===== config.mk =====
export PLATFORM = sky130hd
export DESIGN_NAME = tsq_sequencer
export DESIGN_NICKNAME = d
export VERILOG_FILES = /design/src/tsq_pkg.sv /design/src/tsq_stream_if.sv /design/src/tsq_fifo.sv /design/src/tsq_sequencer.sv
export SDC_FILE = /design/constraint.sdc
export NUM_CORES = 1
export LEC_CHECK = 0
export CORE_MARGIN = 2
export CORE_UTILIZATION = 25
export CTS_CLUSTER_DIAMETER = 120
export CTS_CLUSTER_SIZE = 8
export DETAILED_ROUTE_END_ITERATION = 6
export DONT_BUFFER_PORTS = 1
export GPL_ROUTABILITY_DRIVEN = 1
export PLACE_DENSITY = 0.41
export REMOVE_ABC_BUFFERS = 1
export SLEW_MARGIN = 30
export SYNTH_ARGS = -nofsm -noshare
export SYNTH_HDL_FRONTEND = slang
export SYNTH_SLANG_ARGS = --single-unit

===== constraint.sdc =====
create_clock -name clk -period 6.39 [get_ports clk]
set_input_delay 0.639 -clock clk [delete_from_list [all_inputs] [get_ports clk]]
set_output_delay 0.639 -clock clk [all_outputs]
set_load 0.02 [all_outputs]

===== src/tsq_pkg.sv =====
package tsq_pkg;

   // ---------------------------------------------------------------
   // serial frame and conversion counts
   // ---------------------------------------------------------------
   localparam int unsigned CMD_BITS       = 8;
   localparam int unsigned RES_BITS       = 12;
   localparam int unsigned FIFO_DEPTH     = 8;
   localparam logic [4:0]  ACQ_FIRST_FALL = 5'h05;
   localparam logic [4:0]  ACQ_LAST_FALL  = 5'h08;
   localparam logic [4:0]  MSB_FALL       = 5'h09;
   localparam logic [4:0]  LSB_FALL       = 5'h14;
   localparam logic [4:0]  CMD_LAST_RISE  = 5'h07;

   // ---------------------------------------------------------------
   // command word bit positions, full word received
   // ---------------------------------------------------------------
   localparam int unsigned CMD_REF_POS    = 2;
   localparam int unsigned CMD_PD0_POS    = 0;

   // ---------------------------------------------------------------
   // converter input sources, one bit each
   // ---------------------------------------------------------------
   localparam int unsigned SRC_TEMP   = 0;
   localparam int unsigned SRC_XP     = 1;
   localparam int unsigned SRC_YP     = 2;
   localparam int unsigned SRC_XN     = 3;
   localparam int unsigned SRC_YN     = 4;
   localparam int unsigned SRC_SUPPLY = 5;
   localparam int unsigned SRC_AUX    = 6;
   localparam int unsigned SRC_COUNT  = 7;

   // panel drivers {xp, xn, yp, yn}
   localparam logic [3:0] DRV_NONE  = 4'h0;
   localparam logic [3:0] DRV_Y     = 4'h3;
   localparam logic [3:0] DRV_X     = 4'hC;
   localparam logic [3:0] DRV_PRESS = 4'h6;

   typedef enum logic [3:0] {
      ST_IDLE = 4'h1,
      ST_CMD  = 4'h2,
      ST_CONV = 4'h4,
      ST_DONE = 4'h8
   } tsq_state_type;

endpackage


===== src/tsq_stream_if.sv =====
interface tsq_stream_if #(parameter int unsigned WIDTH = 12);
   logic             valid;
   logic             ready;
   logic [WIDTH-1:0] data;
   modport src (output valid, output data, input ready);
   modport snk (input valid, input data, output ready);
endinterface


===== src/tsq_fifo.sv =====
module tsq_fifo #(
   parameter int unsigned WIDTH = 12,
   parameter int unsigned DEPTH = tsq_pkg::FIFO_DEPTH
) (
   input  wire logic        clk,
   input  wire logic        rst_n,
   tsq_stream_if.snk        wr,
   output logic             rd_valid,
   input  wire logic        rd_ready,
   output logic [WIDTH-1:0] rd_data
);
   localparam int unsigned AW = (DEPTH > 1) ? $clog2(DEPTH) : 1;

   typedef struct packed {
      logic [DEPTH-1:0][WIDTH-1:0] mem;
      logic [AW-1:0]               wp;
      logic [AW-1:0]               rp;
      logic [AW:0]                 cnt;
   } tsq_fifo_state_type;

   tsq_fifo_state_type q;
   tsq_fifo_state_type d;
   logic               push;
   logic               pop;

   // ---------------------------------------------------------------
   // flags and next state
   // ---------------------------------------------------------------
   assign wr.ready = (q.cnt != (AW+1)'(DEPTH));
   assign rd_valid = (q.cnt != '0);
   assign rd_data  = q.mem[q.rp];
   assign push     = wr.valid && wr.ready;
   assign pop      = rd_valid && rd_ready;

   always_comb
   begin
      d = q;
      if (push)
      begin
         d.mem[q.wp] = wr.data;
         d.wp = (q.wp == AW'(DEPTH-1)) ? '0 : q.wp + 1'b1;
      end
      if (pop)
         d.rp = (q.rp == AW'(DEPTH-1)) ? '0 : q.rp + 1'b1;
      if (push && !pop)
         d.cnt = q.cnt + 1'b1;
      else if (pop && !push)
         d.cnt = q.cnt - 1'b1;
   end

   always_ff @(posedge clk)
   begin
      if (!rst_n)
         q <= '0;
      else
         q <= d;
   end
endmodule


===== src/tsq_sequencer.sv =====
// Overview of operation
// - The serial input is taken on rising shift clock edges until the command word is complete.
// - Input bits are taken only with chip select low, never with it high.
// - The serial output changes only on falling shift clock edges, and is cleared while chip select is high.
// - With chip select high, serial output and busy are high impedance.
// - Busy is high for one shift clock period before the first decision.
// - The input is sampled from the fifth to the eighth fall, then converted if the result buffer has room.
// - All shifting and conversion is paced by the host shift clock alone.
// - Successive approximation resolves one bit per step, 12 bits in all.
// - At most one source at a time is routed to the converter input.
// - Single-ended uses the reference pin; differential the driven pair.
// - The pen interrupt is only ever driven low and is otherwise released.
// - A three-bit channel field picks the converter input and drivers.
// - The reference-mode bit picks single-ended at 1, differential at 0.
// - If enabled, touch with chip select high pulls the pen interrupt low.
module tsq_sequencer #(
   parameter int unsigned RES_W = tsq_pkg::RES_BITS
) (
   input  wire logic                           clk,
   input  wire logic                           rst_n,
   input  wire logic                           shift_clock,
   input  wire logic                           cs_n,
   input  wire logic                           din,
   output logic                                dout,
   output logic                                dout_oe_n,
   output logic                                busy,
   output logic                                busy_oe_n,
   input  wire logic                           touch_sense,
   output logic                                touch_irq_n,
   output logic                                touch_irq_oe_n,
   output logic [tsq_pkg::SRC_COUNT-1:0]       mux_src,
   output logic [3:0]                          panel_drv,
   output logic                                ref_diff,
   output logic [RES_W-1:0]                    sar_trial,
   input  wire logic                           comp_hi,
   output logic                                res_valid,
   input  wire logic                           res_ready,
   output logic [RES_W-1:0]                    res_data
);
   typedef struct packed {
      tsq_pkg::tsq_state_type st;
      logic                   sclk_prev;
      logic [7:0]             cmd;
      logic [4:0]             fall_cnt;
      logic [2:0]             chan;
      logic                   ref_se;
      logic                   pen_en;
      logic [RES_W-1:0]       res;
      logic                   dout;
      logic                   busy;
      logic                   irq_drv;
      logic                   push;
   } tsq_seq_state_type;

   localparam tsq_seq_state_type RST = '{
      st: tsq_pkg::ST_IDLE, sclk_prev: 1'b0, cmd: 8'h00, fall_cnt: 5'h00,
      chan: 3'h0, ref_se: 1'b1, pen_en: 1'b1, res: '0, dout: 1'b0,
      busy: 1'b0, irq_drv: 1'b0, push: 1'b0};

   tsq_seq_state_type q;
   tsq_seq_state_type d;
   logic              rise;
   logic              fall;
   logic              active;
   logic [4:0]        bit_cur;
   logic [4:0]        bit_nxt;

   tsq_stream_if #(.WIDTH(RES_W)) push_if ();

   // ---------------------------------------------------------------
   // source and driver decode
   // ---------------------------------------------------------------
   function automatic logic [tsq_pkg::SRC_COUNT-1:0] src_of(
      input logic [2:0] ch, input logic se);
      logic [tsq_pkg::SRC_COUNT-1:0] s;
      s = '0;
      unique case (ch)
         3'h1, 3'h3: s[tsq_pkg::SRC_XP] = 1'b1;
         3'h2: s[se ? tsq_pkg::SRC_SUPPLY : tsq_pkg::SRC_YN] = 1'b1;
         3'h4: s[tsq_pkg::SRC_YN] = 1'b1;
         3'h5: s[tsq_pkg::SRC_YP] = 1'b1;
         3'h6: s[tsq_pkg::SRC_AUX] = 1'b1;
         3'h0, 3'h7: s[tsq_pkg::SRC_TEMP] = 1'b1;
      endcase
      return s;
   endfunction

   function automatic logic [3:0] drv_of(
      input logic [2:0] ch, input logic se);
      logic [3:0] r;
      r = tsq_pkg::DRV_NONE;
      unique case (ch)
         3'h1: r = tsq_pkg::DRV_Y;
         3'h3, 3'h4: r = tsq_pkg::DRV_PRESS;
         3'h5: r = tsq_pkg::DRV_X;
         3'h2: r = se ? tsq_pkg::DRV_NONE : tsq_pkg::DRV_PRESS;
         3'h0, 3'h6, 3'h7: r = tsq_pkg::DRV_NONE;
      endcase
      return r;
   endfunction

   // ---------------------------------------------------------------
   // edge detect and outputs
   // ---------------------------------------------------------------
   assign rise    = shift_clock && !q.sclk_prev;
   assign fall    = !shift_clock && q.sclk_prev;
   assign active  = (q.st == tsq_pkg::ST_CONV) ||
                    ((q.st == tsq_pkg::ST_CMD) &&
                     (q.fall_cnt >= tsq_pkg::ACQ_FIRST_FALL));
   assign bit_cur = 5'(tsq_pkg::LSB_FALL - q.fall_cnt - 5'h01);
   assign bit_nxt = 5'(tsq_pkg::LSB_FALL - q.fall_cnt - 5'h01);

   assign dout           = q.dout;
   assign dout_oe_n      = cs_n;
   assign busy           = q.busy;
   assign busy_oe_n      = cs_n;
   assign touch_irq_n    = 1'b0;
   assign touch_irq_oe_n = !q.irq_drv;
   assign mux_src   = active ? src_of(q.chan, q.ref_se) : '0;
   assign panel_drv = active ? drv_of(q.chan, q.ref_se) : '0;
   assign ref_diff  = active && !q.ref_se;
   assign sar_trial = (q.st == tsq_pkg::ST_CONV) ?
                      (q.res | (RES_W'(1) << bit_cur[3:0])) : '0;
   assign push_if.valid = q.push;
   assign push_if.data  = q.res;

   // ---------------------------------------------------------------
   // sequencer next state
   // ---------------------------------------------------------------
   always_comb
   begin
      d = q;
      d.sclk_prev = shift_clock;
      d.push = 1'b0;
      d.irq_drv = q.pen_en && touch_sense && cs_n;
      if (cs_n)
      begin
         d.st = tsq_pkg::ST_IDLE;
         d.fall_cnt = 5'h00;
         d.dout = 1'b0;
         d.busy = 1'b0;
      end
      else
      begin
         unique case (q.st)
            tsq_pkg::ST_IDLE:
            begin
               if (rise && din)
               begin
                  d.st = tsq_pkg::ST_CMD;
                  d.cmd = 8'h01;
                  d.fall_cnt = 5'h00;
               end
            end
            tsq_pkg::ST_CMD:
            begin
               if (rise && q.fall_cnt <= tsq_pkg::CMD_LAST_RISE)
                  d.cmd = {q.cmd[6:0], din};
               if (fall)
               begin
                  d.fall_cnt = q.fall_cnt + 5'h01;
                  if (d.fall_cnt == tsq_pkg::ACQ_FIRST_FALL)
                     d.chan = q.cmd[3:1];
                  if (d.fall_cnt == tsq_pkg::ACQ_FIRST_FALL + 5'h01)
                     d.ref_se = q.cmd[0];
                  if (d.fall_cnt == tsq_pkg::ACQ_LAST_FALL)
                  begin
                     d.pen_en = !q.cmd[tsq_pkg::CMD_PD0_POS];
                     d.ref_se = q.cmd[tsq_pkg::CMD_REF_POS];
                     d.res = '0;
                     if (push_if.ready)
                     begin
                        d.st = tsq_pkg::ST_CONV;
                        d.busy = 1'b1;
                     end
                     else
                        d.st = tsq_pkg::ST_DONE;
                  end
               end
            end
            tsq_pkg::ST_CONV:
            begin
               if (fall)
               begin
                  d.fall_cnt = q.fall_cnt + 5'h01;
                  d.busy = 1'b0;
                  d.res[bit_nxt[3:0]] = comp_hi;
                  d.dout = comp_hi;
                  if (d.fall_cnt == tsq_pkg::LSB_FALL)
                  begin
                     d.push = 1'b1;
                     d.st = tsq_pkg::ST_DONE;
                  end
               end
            end
            tsq_pkg::ST_DONE:
            begin
               if (fall)
                  d.dout = 1'b0;
            end
         endcase
      end
   end

   always_ff @(posedge clk)
   begin
      if (!rst_n)
         q <= RST;
      else
         q <= d;
   end

   // ---------------------------------------------------------------
   // result buffer
   // ---------------------------------------------------------------
   tsq_fifo #(
      .WIDTH (RES_W),
      .DEPTH (tsq_pkg::FIFO_DEPTH)
   ) u_fifo (
      .clk      (clk),
      .rst_n    (rst_n),
      .wr       (push_if.snk),
      .rd_valid (res_valid),
      .rd_ready (res_ready),
      .rd_data  (res_data)
   );
endmodule


# After elaboration in Yosys (flattened, before gate mapping)
# Cells that the tools add are included.
# op_classes
add_sub_neg	7
n_lt_le_gt_ge	9
eq_ne	26
n_shift	1
mux	52
n_bitwise	5
reduce_logical	46
# ops
cell	count
bitwise mux 96 bit	1
2-to-1 mux 4 bit	10
binary-select mux 12 bit (select 3 bit)	1
demux 12 bit (select 3 bit)	1
2-to-1 mux 12 bit	3
2-to-1 mux 14 bit	2
case mux 12 bit (2 select lines)	1
2-to-1 mux 22 bit	1
case mux 4 bit (5 select lines)	1
AND reduction 4 bit	5
equality test 3 bit, second input constant	6
logical AND 1 bit	15
case mux 5 bit (3 select lines)	1
case mux 1 bit (2 select lines)	7
bitwise mux 12 bit	1
less-than comparator 3 x 4 -> 1 bit, second input constant	3
2-to-1 mux 3 bit	4
OR 12 bit	1
case mux 4 bit (3 select lines)	1
left shift 1 x 4 -> 12 bit, first input constant	1
2-to-1 mux 1 bit	11
equality test 5 x 3 -> 1 bit, second input constant	2
AND reduction 5 bit	2
nonzero test 2 bit	5
38 further kinds	60
# totals
register_bits	141
inputBits	8
output_inout_bits	43
wordCells	169

# Logic depth before layout (Yosys ltp)
# Gate-level depths: netlist of run 1.
# logic_depth
depth_word	9
mapped_depth	11

# Modules after synthesis
# Synthesis of run 1 repeated with hierarchy kept, for this count alone.
# hier_totals
hier_cells	719
hier_area_um2	7173.1
# modules_own_cells
mod	instances	cells_each	area_each_um2	seq_area_each_um2
tsq_fifo	1	437	4998.5	2122.0
tsq_sequencer	1	282	2174.6	700.7

# Worst setup path before layout of run 1
# No wires, ideal clock.
# synth_path
kind	reg2reg
from	register u_fifo.q[0] (netlist bit)
to	register u_fifo.q[3] (netlist bit)
arrival_ps	2854
slack_ps	3466
stages_incl_launch_ff	12
synth_period_minus_slack_ps	2924
path_cell_list	dfxtp_1 > or4b_2 > nand2_1 > clkinv_1 > ha_1 > inv_1 > ha_1 > a21o_1 > a21oi_1 > xnor2_1 > or3_1 > a21oi_1
# synth_via
elab_chain_cells	5
elab_cells_between_ends	13
classes_between	add/sub (2); eq/ne (1); mux (2); reduce/logical (8)
# synth_rtl
element	line	text
start: declaration	tsq_fifo.sv:21	tsq_fifo_state_type q;
start signal: assignment	tsq_fifo.sv:54	q <= '0;
start signal: assignment	tsq_fifo.sv:56	q <= d;
inequality test 4 bit (*)	tsq_fifo.sv:29	assign wr.ready = (q.cnt != (AW+1)'(DEPTH));
logical AND 1 bit (*)	tsq_fifo.sv:32	assign push = wr.valid && wr.ready;
net u_fifo.push	tsq_fifo.sv:23	logic push;
logical NOT 1 bit	tsq_fifo.sv:47	else if (pop && !push)
logical AND 1 bit	tsq_fifo.sv:47	
nonzero test 2 bit (no source line)	--	
# Mark *: on every way through the listed nets, which the timed path passes. The rest lies on a longest branch. The select of a mux whose other input is x is not followed.
# A chain may end at the register's enable or synchronous reset.

# Final worst setup path of run 1
# Ends and elaborated chain as after synthesis.

==> metrics.txt, run 1 <==
worst rel slew slack 0.357; clock tree buffer depth 2; final global-route overflow total 0; cell with the most instances after synthesis dfxtp_1; CTS Buf Count 17; CP startpoint kind flip-flop; critical path required time 6.72 ns; Final nets 736; pwr dens 262 nW/µm²; total track usage 0.135; CTS tree built; GP Congestion 0.815; Hold Startpoint rst_n; main area contributors after synthesis dfxtp_1 (41%), mux2i_1 (11%), mux4_2 (7.9%), nor2_1 (6.4%), nand2_1 (4.5%); first-pass GRT wire length 29600 µm; vias in the first global route 5000; post-synthesis register bit count 141; PostCTS Resize Cnt 0; initial drt markers 317; Syn Area/Cell 9.13 µm²; Final Max Slew Viols 0; hold buffer count at CTS 0; Hold Path End q[16]$_SDFFE_PN1P_; Top FF cell, synth dfxtp_1; DR DRC count 0; warnings from Yosys 0; CTS Sinks 141; Layout Cells excl Fill 1063; worst min path class primary input to flip-flop; Final Hold Fails 0; status complete, no violations; R2R cell count 11; initial antenna violation count 0; Pleak 2.84 nW; Post-synth top cells dfxtp_1 (141), nor2_1 (116), nand2_1 (82), mux2i_1 (76), a21oi_1 (56); synth unique cells 61; Root Buffer clkbuf_16; max frequency 0.296 GHz; # IOs 51; post-CTS setup buffer count 0; maximum vdd drop 0.171 mV; die width 169 µm; Tcrit/Tclk final 0.529; largest net degree at the start of global routing 92; Detailed Route WL 18700 µm; TNS Setup 0 ns; Syn-to-layout area delta 12.7%; hold_ws 0.320 ns; worst r2r dst u_fifo.q[3]$_SDFFE_PN0P_; hold path depth 1; vias 5108; Crit Path Class flip-flop to flip-flop; clock latency on the worst-skew pair 0.42 ns; Chip Height 169 µm; Clk pin slew, worst setup/hold paths 0.06 ns; Worst Path Arrival 3.71 ns; first drt pass iteration count 5; maxcap violations 0; cell taking the most area after synthesis dfxtp_1; antenna fix cells 0; Setup violations, final 0; Post-synth EDFFs 0; final setup skew 0.0101 ns; Post-Route Utilization 0.286; row cnt 60; DP HPWL 11800 µm; Synth async-reset ratio 0; Tmin final 3.38 ns; initial core utilization 0.254; Cells after DPL 1031; mapped cell area 6820 µm²; Reg2Reg Setup Slack 3.01 ns; RSZ-0062 raised after global routing no; Critical Path End Type flip-flop; sequential-to-total area share from yosys stat 0.414; FF-to-FF Start u_fifo.q[0]$_SDFFE_PN0P_; share of the synthesized area in the top cell type 0.414; Avg WL per Cell 17.6 µm; Via-to-Cell Ratio 4.81; H-tree Lvls 4; Cells after Synth 747; layout cells sized above 1 0.126; CP max FO 9; Worst Tran Pin Value 0.963 ns; core footprint 26900 µm²; DIE AREA 28600 µm²; port bufs 0; ANT nets after route 0
-- through the flow --
step | area [µm²] | power, W | worst slack (ns)
2_1_floorplan | 6520 | 0.000953 | 3.06
3_3_place_gp | 7060 | 0.000980 | 3.03
3_5_place_dp | 7060 | 0.000979 | 3.01
4_1_cts | 7680 | 0.00204 | 2.99
5_1_grt | 7680 | 0.00209 | 2.74
6_report | 7680 | 0.00201 | 3.01
-- where the power goes --
| group | internal (W) | leakage (nW) | switching [W] |
|---|---|---|---|
| Sequential | 0.000887 | 1.14 | 0.0000284 |
| Combinational | 0.0000136 | 1.40 | 0.0000293 |
| Clock | 0.000656 | 0.306 | 0.000398 |
-- cell families after synthesis --
| kind of cell | synth area share |
|---|---|
| xor+xnor | 0.00643 |
| simple gates | 0.192 |
| fa+ha+maj | 0.0360 |
| flops | 0.414 |
| mux | 0.212 |
| other cells | 0.000550 |
| compound gates | 0.0876 |
| buf+inv | 0.0508 |
-- how the worst max path moves through the flow --
| stage | start | end | slack (ns) | depth (start not counted) |
|---|---|---|---|---|
| after floorplan | rst_n | q[38]$_SDFFE_PP0P_ | 3.06 | 4 |
| after global placement | u_fifo.q[0]$_SDFFE_PN0P_ | u_fifo.q[3]$_SDFFE_PN0P_ | 3.03 | 11 |
| after detailed placement | u_fifo.q[0]$_SDFFE_PN0P_ | u_fifo.q[3]$_SDFFE_PN0P_ | 3.01 | 11 |
| after CTS | u_fifo.q[0]$_SDFFE_PN0P_ | u_fifo.q[3]$_SDFFE_PN0P_ | 2.99 | 11 |
| after global routing | u_fifo.q[0]$_SDFFE_PN0P_ | u_fifo.q[3]$_SDFFE_PN0P_ | 2.74 | 11 |
| final | u_fifo.q[0]$_SDFFE_PN0P_ | u_fifo.q[3]$_SDFFE_PN0P_ | 3.01 | 11 |
-- worst max-delay path, cell delays in order (launching register included) --
cell	delay [ns]
dfxtp_1	0.36
or4b_2	0.72
nand2_1	0.35
clkinv_1	0.32
ha_1	0.30
inv_1	0.12
ha_1	0.24
a21o_1	0.17
a21oi_1	0.17
xnor2_1	0.09
or3_1	0.30
a21oi_1	0.14
-- sequential cells by signal, summed over array words and instances (netlist names) --
register	count
push_if.data	12
push_if.valid	1
dout	1
busy	1
u_fifo.q	106
q	20
-- routing by layer --
layer | up-vias | track usage | routed length [µm]
met4 | 0 | 0.0360 | 225
met3 | 16 | 0.0367 | 785
li1 | 2529 | - | -
met2 | 88 | 0.212 | 8470
met5 | - | 0 | 0
met1 | 2475 | 0.183 | 9250
-- layout by cell type (no fill, tap or decap), types with 5 or more instances in the layout --
master,instances
a21oi_1,56
a31oi_1,11
and3_1,8
buf_4,8
clkbuf_16,17
dfxtp_1,139
ha_1,18
inv_1,10
mux2_2,13
mux2i_1,76
mux4_2,24
nand2_1,82
nand3_1,34
nor2_1,116
nor3_1,5
o21ai_0,10
-- layout make-up --
cell class	count	area, µm²
fill	2856	19200
inverter	12	46.3
sequential	141	2830
clock inverter	13	188
tap	341	427
timing repair buffer	9	71.3
multi-input combinational	528	3690
clock buffer	19	433
Note: power is estimated with default switching activity, not from simulation.
==> inputs of run 2 (changes only) <==
==> constraint.sdc (replaced) <==
create_clock -name clk -period 3.2 [get_ports clk]
set_input_delay 0.32 -clock clk [delete_from_list [all_inputs] [get_ports clk]]
set_output_delay 0.32 -clock clk [all_outputs]
set_load 0.02 [all_outputs]
==> metrics.txt, run 2 (synthesis gave the netlist of run 1 again) <==
PostCTS Resize Cnt 0; DR DRC count 0; CTS tree built; Setup violations, final 0; most frequent cells in the layout dfxtp_1 (140), nor2_1 (116), nand2_1 (82); Tmin final 2.85 ns; hold buffer count at CTS 1; Layout Cells excl Fill 1075; clock latency on the worst-skew pair 0.43 ns; DP HPWL 12400 µm; final setup skew 0.0150 ns; worst min path class primary input to flip-flop; max reg flops 106; Critical Path End Type flip-flop; Final Max Slew Viols 0; pwr dens 495 nW/µm²; H-tree Lvls 4; die width 169 µm; CP startpoint kind flip-flop; maximum vdd drop 0.390 mV; Pleak 2.86 nW; DIE AREA 28600 µm²; CP max stage delay 0.73 ns; Post-Route Utilization 0.287; Syn-to-layout area delta 13.2%; pre-CTS setup slack 0.354 ns; register area 2820 µm²; core footprint 26900 µm²; initial core utilization 0.254; total track usage 0.137; Final nets 749; Tcrit/Tclk final 0.890; CP max stage cell or4b_2; Root Buffer clkbuf_16; Chip Height 169 µm; Worst Tran Pin Value 0.865 ns; clock power share 0.497; post-CTS setup buffer count 0; setup ws final 0.353 ns; Cells after DPL 1043; Multi-input gate area 3680 µm²; port bufs 0; vias in the first global route 5057; final global-route overflow total 0; maxcap violations 0; CTS Sinks 141; commonest non-fill, non-tap cell in the layout dfxtp_1; Detailed Route WL 18900 µm; status complete, no violations; internal power 0.00290 W; largest net degree at the start of global routing 120; antenna fix cells 0; Top reg by flops u_fifo.q; first-pass GRT wire length 30200 µm; CTS Buf Count 17; clock tree buffer depth 2; first drt pass iteration count 6; critical path required time 3.55 ns; vias 5141; Clk pin slew, worst setup/hold paths 0.06 ns; Via-to-Cell Ratio 4.78; TNS Setup 0 ns; row cnt 60; RSZ-0062 raised after global routing no; # fillers 2871; Worst Path Arrival 3.20 ns; combinational fraction of design power 0.024; initial drt markers 310; crit path cell chain or4b_2, nand2_1, clkinv_1, ha_1, inv_1, ha_1, a21o_1, a21oi_1, xnor2_1, or3_1, a21oi_1; max frequency 0.351 GHz; # IOs 51; CP max FO 5; ANT nets after route 0; layout cells sized above 1 0.138; initial antenna violation count 0; GP Congestion 0.824; Sw Share 0.241; Crit Path Class flip-flop to flip-flop; NetSw 0.000922 W; Avg WL per Cell 17.6 µm; worst rel slew slack 0.422; Seq pwr share 0.479; Final Hold Fails 0
run 2: cell count changes in the layout (fill, tap and decap cells not counted), sizes merged:
cell	delta
inv	+1
bufinv	-3
dlygate4sd3	+1
clkinvlp	+4
clkinv	-4
clkbuf	+1
buf	+12
run 2: area by class of cell:
cell class | instances | area share
flip-flops and latches | 141 | 0.366
repair buffers | 22 | 0.0233
multi-input cells | 528 | 0.477
inverters | 12 | 0.00600
clock inverters | 11 | 0.0146
clock buffers | 20 | 0.0579
well taps | 341 | 0.0553
run 2: stage by stage:
| step | instance area (µm²) | total power (W) | hold slack [ns] |
|---|---|---|---|
| after floorplan | 6520 | 0.00190 | 0.411 |
| after global placement | 7150 | 0.00196 | 0.425 |
| after detailed placement | 7150 | 0.00196 | 0.419 |
| after CTS | 7720 | 0.00388 | 0.00604 |
| after global routing | 7720 | 0.00398 | 0.0173 |
| final | 7720 | 0.00382 | 0.0200 |
run 2: power groups by stage:
stage	sequential, W	combinational, W	clock (W)
after floorplan	0.00184	0.0000617	0
after global placement	0.00187	0.0000927	0
after detailed placement	0.00187	0.0000909	0
after CTS	0.00183	0.0000919	0.00196
after global routing	0.00183	0.000103	0.00205
final	0.00183	0.0000911	0.00190
run 2: final timing paths:
path                                                 from                        end  slack, ns  depth (start not counted)
worst min-delay path                          shift_clock           q[34]$_SDFF_PN0_       0.02                          1
worst min register to register  u_fifo.q[60]$_SDFFE_PN0P_  u_fifo.q[60]$_SDFFE_PN0P_       0.46                          2
worst max-delay path             u_fifo.q[0]$_SDFFE_PN0P_   u_fifo.q[3]$_SDFFE_PN0P_       0.35                         11
worst max register to register   u_fifo.q[0]$_SDFFE_PN0P_   u_fifo.q[3]$_SDFFE_PN0P_       0.35                         11
run 2: per-layer routing:
layer,vias to the layer above,track usage,wire [µm]
li1,2564,-,-
met2,105,0.212,8630
met5,-,0,0
met3,9,0.0337,752
met1,2463,0.192,9390
met4,0,0.0312,125
run 2: worst max-delay path: cells and delay by family (launching register included):
family                     cells  cell delay [ns]
adders and majority gates      2             0.45
DFF                            1             0.36
buffers and inverters          2             0.20
and+or+nand+nor                3             1.17
AOI/OAI and AO/OA              3             0.50
xor gates and xnor gates       1             0.09
==> inputs of run 3 (changes only) <==
--- a/config.mk
+++ b/config.mk
@@ -12,7 +12,6 @@
 export DETAILED_ROUTE_END_ITERATION = 6
 export DONT_BUFFER_PORTS = 1
 export GPL_ROUTABILITY_DRIVEN = 1
-export PLACE_DENSITY = 0.41
 export REMOVE_ABC_BUFFERS = 1
 export SLEW_MARGIN = 30
 export SYNTH_ARGS = -nofsm -noshare
==> metrics.txt, run 3 (synthesis gave the netlist of run 1 again) <==
RSZ-0062 raised after global routing no; antenna fix cells 0; total track usage 0.118; Pwr Total 0.00397 W; Pleak 2.87 nW; # IOs 51; initial antenna violation count 0; Critical Path End Type flip-flop; largest net degree at the start of global routing 49; post-CTS setup buffer count 0; H-tree Lvls 4; CTS tree built; Tmin final 2.87 ns; CTS Buf Count 17; hold path depth 1; vias 5153; initial drt markers 336; Final Max Slew Viols 0; CP max FO 5; Final Hold Fails 0; final global-route overflow total 0; die width 169 µm; design area 7740 µm²; Syn-to-layout area delta 13.6%; CP max stage cell or4b_2; clock tree buffer depth 2; worst rel slew slack 0.393; crit path cell chain or4b_2, nand2_1, clkinv_1, ha_1, inv_1, ha_1, a21o_1, a21oi_1, xnor2_1, or3_1, a21oi_1; NetSw 0.000898 W; Worst Tran Pin Value 0.910 ns; most frequent cells in the layout dfxtp_1 (140), nor2_1 (116), nand2_1 (82); Multi-input gate area 3680 µm²; Hold Path End q[34]$_SDFF_PN0_; Avg WL per Cell 15.6 µm; clock latency on the worst-skew pair 0.42 ns; CTS Sinks 141; core footprint 26900 µm²; initial core utilization 0.254; vias in the first global route 4838; Top reg by flops u_fifo.q; DP HPWL 10900 µm; Tcrit/Tclk final 0.898; Seq pwr share 0.460; Layout Cells excl Fill 1072; Detailed Route WL 16700 µm; row cnt 60; Chip Height 169 µm; ANT nets after route 0; R2R cell count 11; commonest non-fill, non-tap cell in the layout dfxtp_1; Setup violations, final 0; worst r2r dst u_fifo.q[3]$_SDFFE_PN0P_; TNS Setup 0 ns; PostCTS Resize Cnt 0; Cells after DPL 1039; DIE AREA 28600 µm²; status complete, no violations; port bufs 0; layout cells sized above 1 0.135; Clk pin slew, worst setup/hold paths 0.06 ns; first-pass GRT wire length 26500 µm; GP Congestion 0.854; Worst Path Arrival 3.20 ns; maxcap violations 0; max reg flops 106; Root Buffer clkbuf_16; max frequency 0.348 GHz; register area 2820 µm²; clock power share 0.519; Reg2Reg Setup Slack 0.33 ns; pwr dens 513 nW/µm²; critical path required time 3.53 ns; worst min path class primary input to flip-flop; top cell family by delay on the critical path simple AND/OR/NAND/NOR gates; combinational fraction of design power 0.022; CP Buf/Inv Count 2; # fillers 2823; Crit Path Class flip-flop to flip-flop; Hold Startpoint shift_clock; CP max stage delay 0.73 ns; maximum vdd drop 0.280 mV; FF-to-FF Start u_fifo.q[0]$_SDFFE_PN0P_; Sw Share 0.226; internal power 0.00307 W; Via-to-Cell Ratio 4.81; final setup skew 0.0118 ns; DR DRC count 0; Final nets 745; CP startpoint kind flip-flop; DP Area 7120 µm²; first drt pass iteration count 5
[run 3: worst max path at each step]
stage | start | end | slack (ns) | depth (start not counted)
after floorplan | u_fifo.q[0]$_SDFFE_PN0P_ | u_fifo.q[22]$_SDFFE_PN0P_ | 0.07 | 5
after CTS | u_fifo.q[0]$_SDFFE_PN0P_ | u_fifo.q[3]$_SDFFE_PN0P_ | 0.30 | 11
after global routing | u_fifo.q[0]$_SDFFE_PN0P_ | u_fifo.q[3]$_SDFFE_PN0P_ | 0.13 | 11
after detailed placement | u_fifo.q[0]$_SDFFE_PN0P_ | u_fifo.q[3]$_SDFFE_PN0P_ | 0.31 | 11
final | u_fifo.q[0]$_SDFFE_PN0P_ | u_fifo.q[3]$_SDFFE_PN0P_ | 0.33 | 11
after global placement | u_fifo.q[0]$_SDFFE_PN0P_ | u_fifo.q[3]$_SDFFE_PN0P_ | 0.40 | 11
[run 3: cell type report]
type                       count  share of cell area
multi-input combinational    528               0.475
sequential                   141               0.365
clock inverter                12              0.0207
timing repair buffer          18              0.0194
tap                          341              0.0551
inverter                      12             0.00598
clock buffer                  20              0.0590
[run 3: stage by stage]
step / util / hold slack [ns] / worst slack [ns]
CTS: 0.288 / 0.0100 / 0.300
floorplan: - / 0.411 / 0.0694
finish: 0.288 / 0.0207 / 0.325
global placement: 0.265 / 0.417 / 0.404
global route: 0.288 / 0.0215 / 0.125
detailed placement: 0.265 / 0.424 / 0.314
[run 3: repair_timing]
item | CTS | global route
hold endpoints to repair | 1 | 0
setup endpoints to repair | 0 | 0
hold buffers | 1 | 0
[run 3: metal layers]
metal | up-vias | wire length, µm | GRT usage
met5 | - | 0 | 0
li1 | 2553 | - | -
met4 | 0 | 111 | 0.0286
met3 | 11 | 798 | 0.0267
met2 | 120 | 7710 | 0.190
met1 | 2469 | 8110 | 0.162
[run 3: power groups by stage]
stage                     Clock [W]  Combinational [W]  Sequential, W
after floorplan                   0          0.0000617        0.00184
after global placement            0          0.0000848        0.00186
after detailed placement          0          0.0000844        0.00186
after CTS                   0.00210          0.0000855        0.00182
after global routing        0.00218          0.0000960        0.00183
final                       0.00206          0.0000858        0.00183
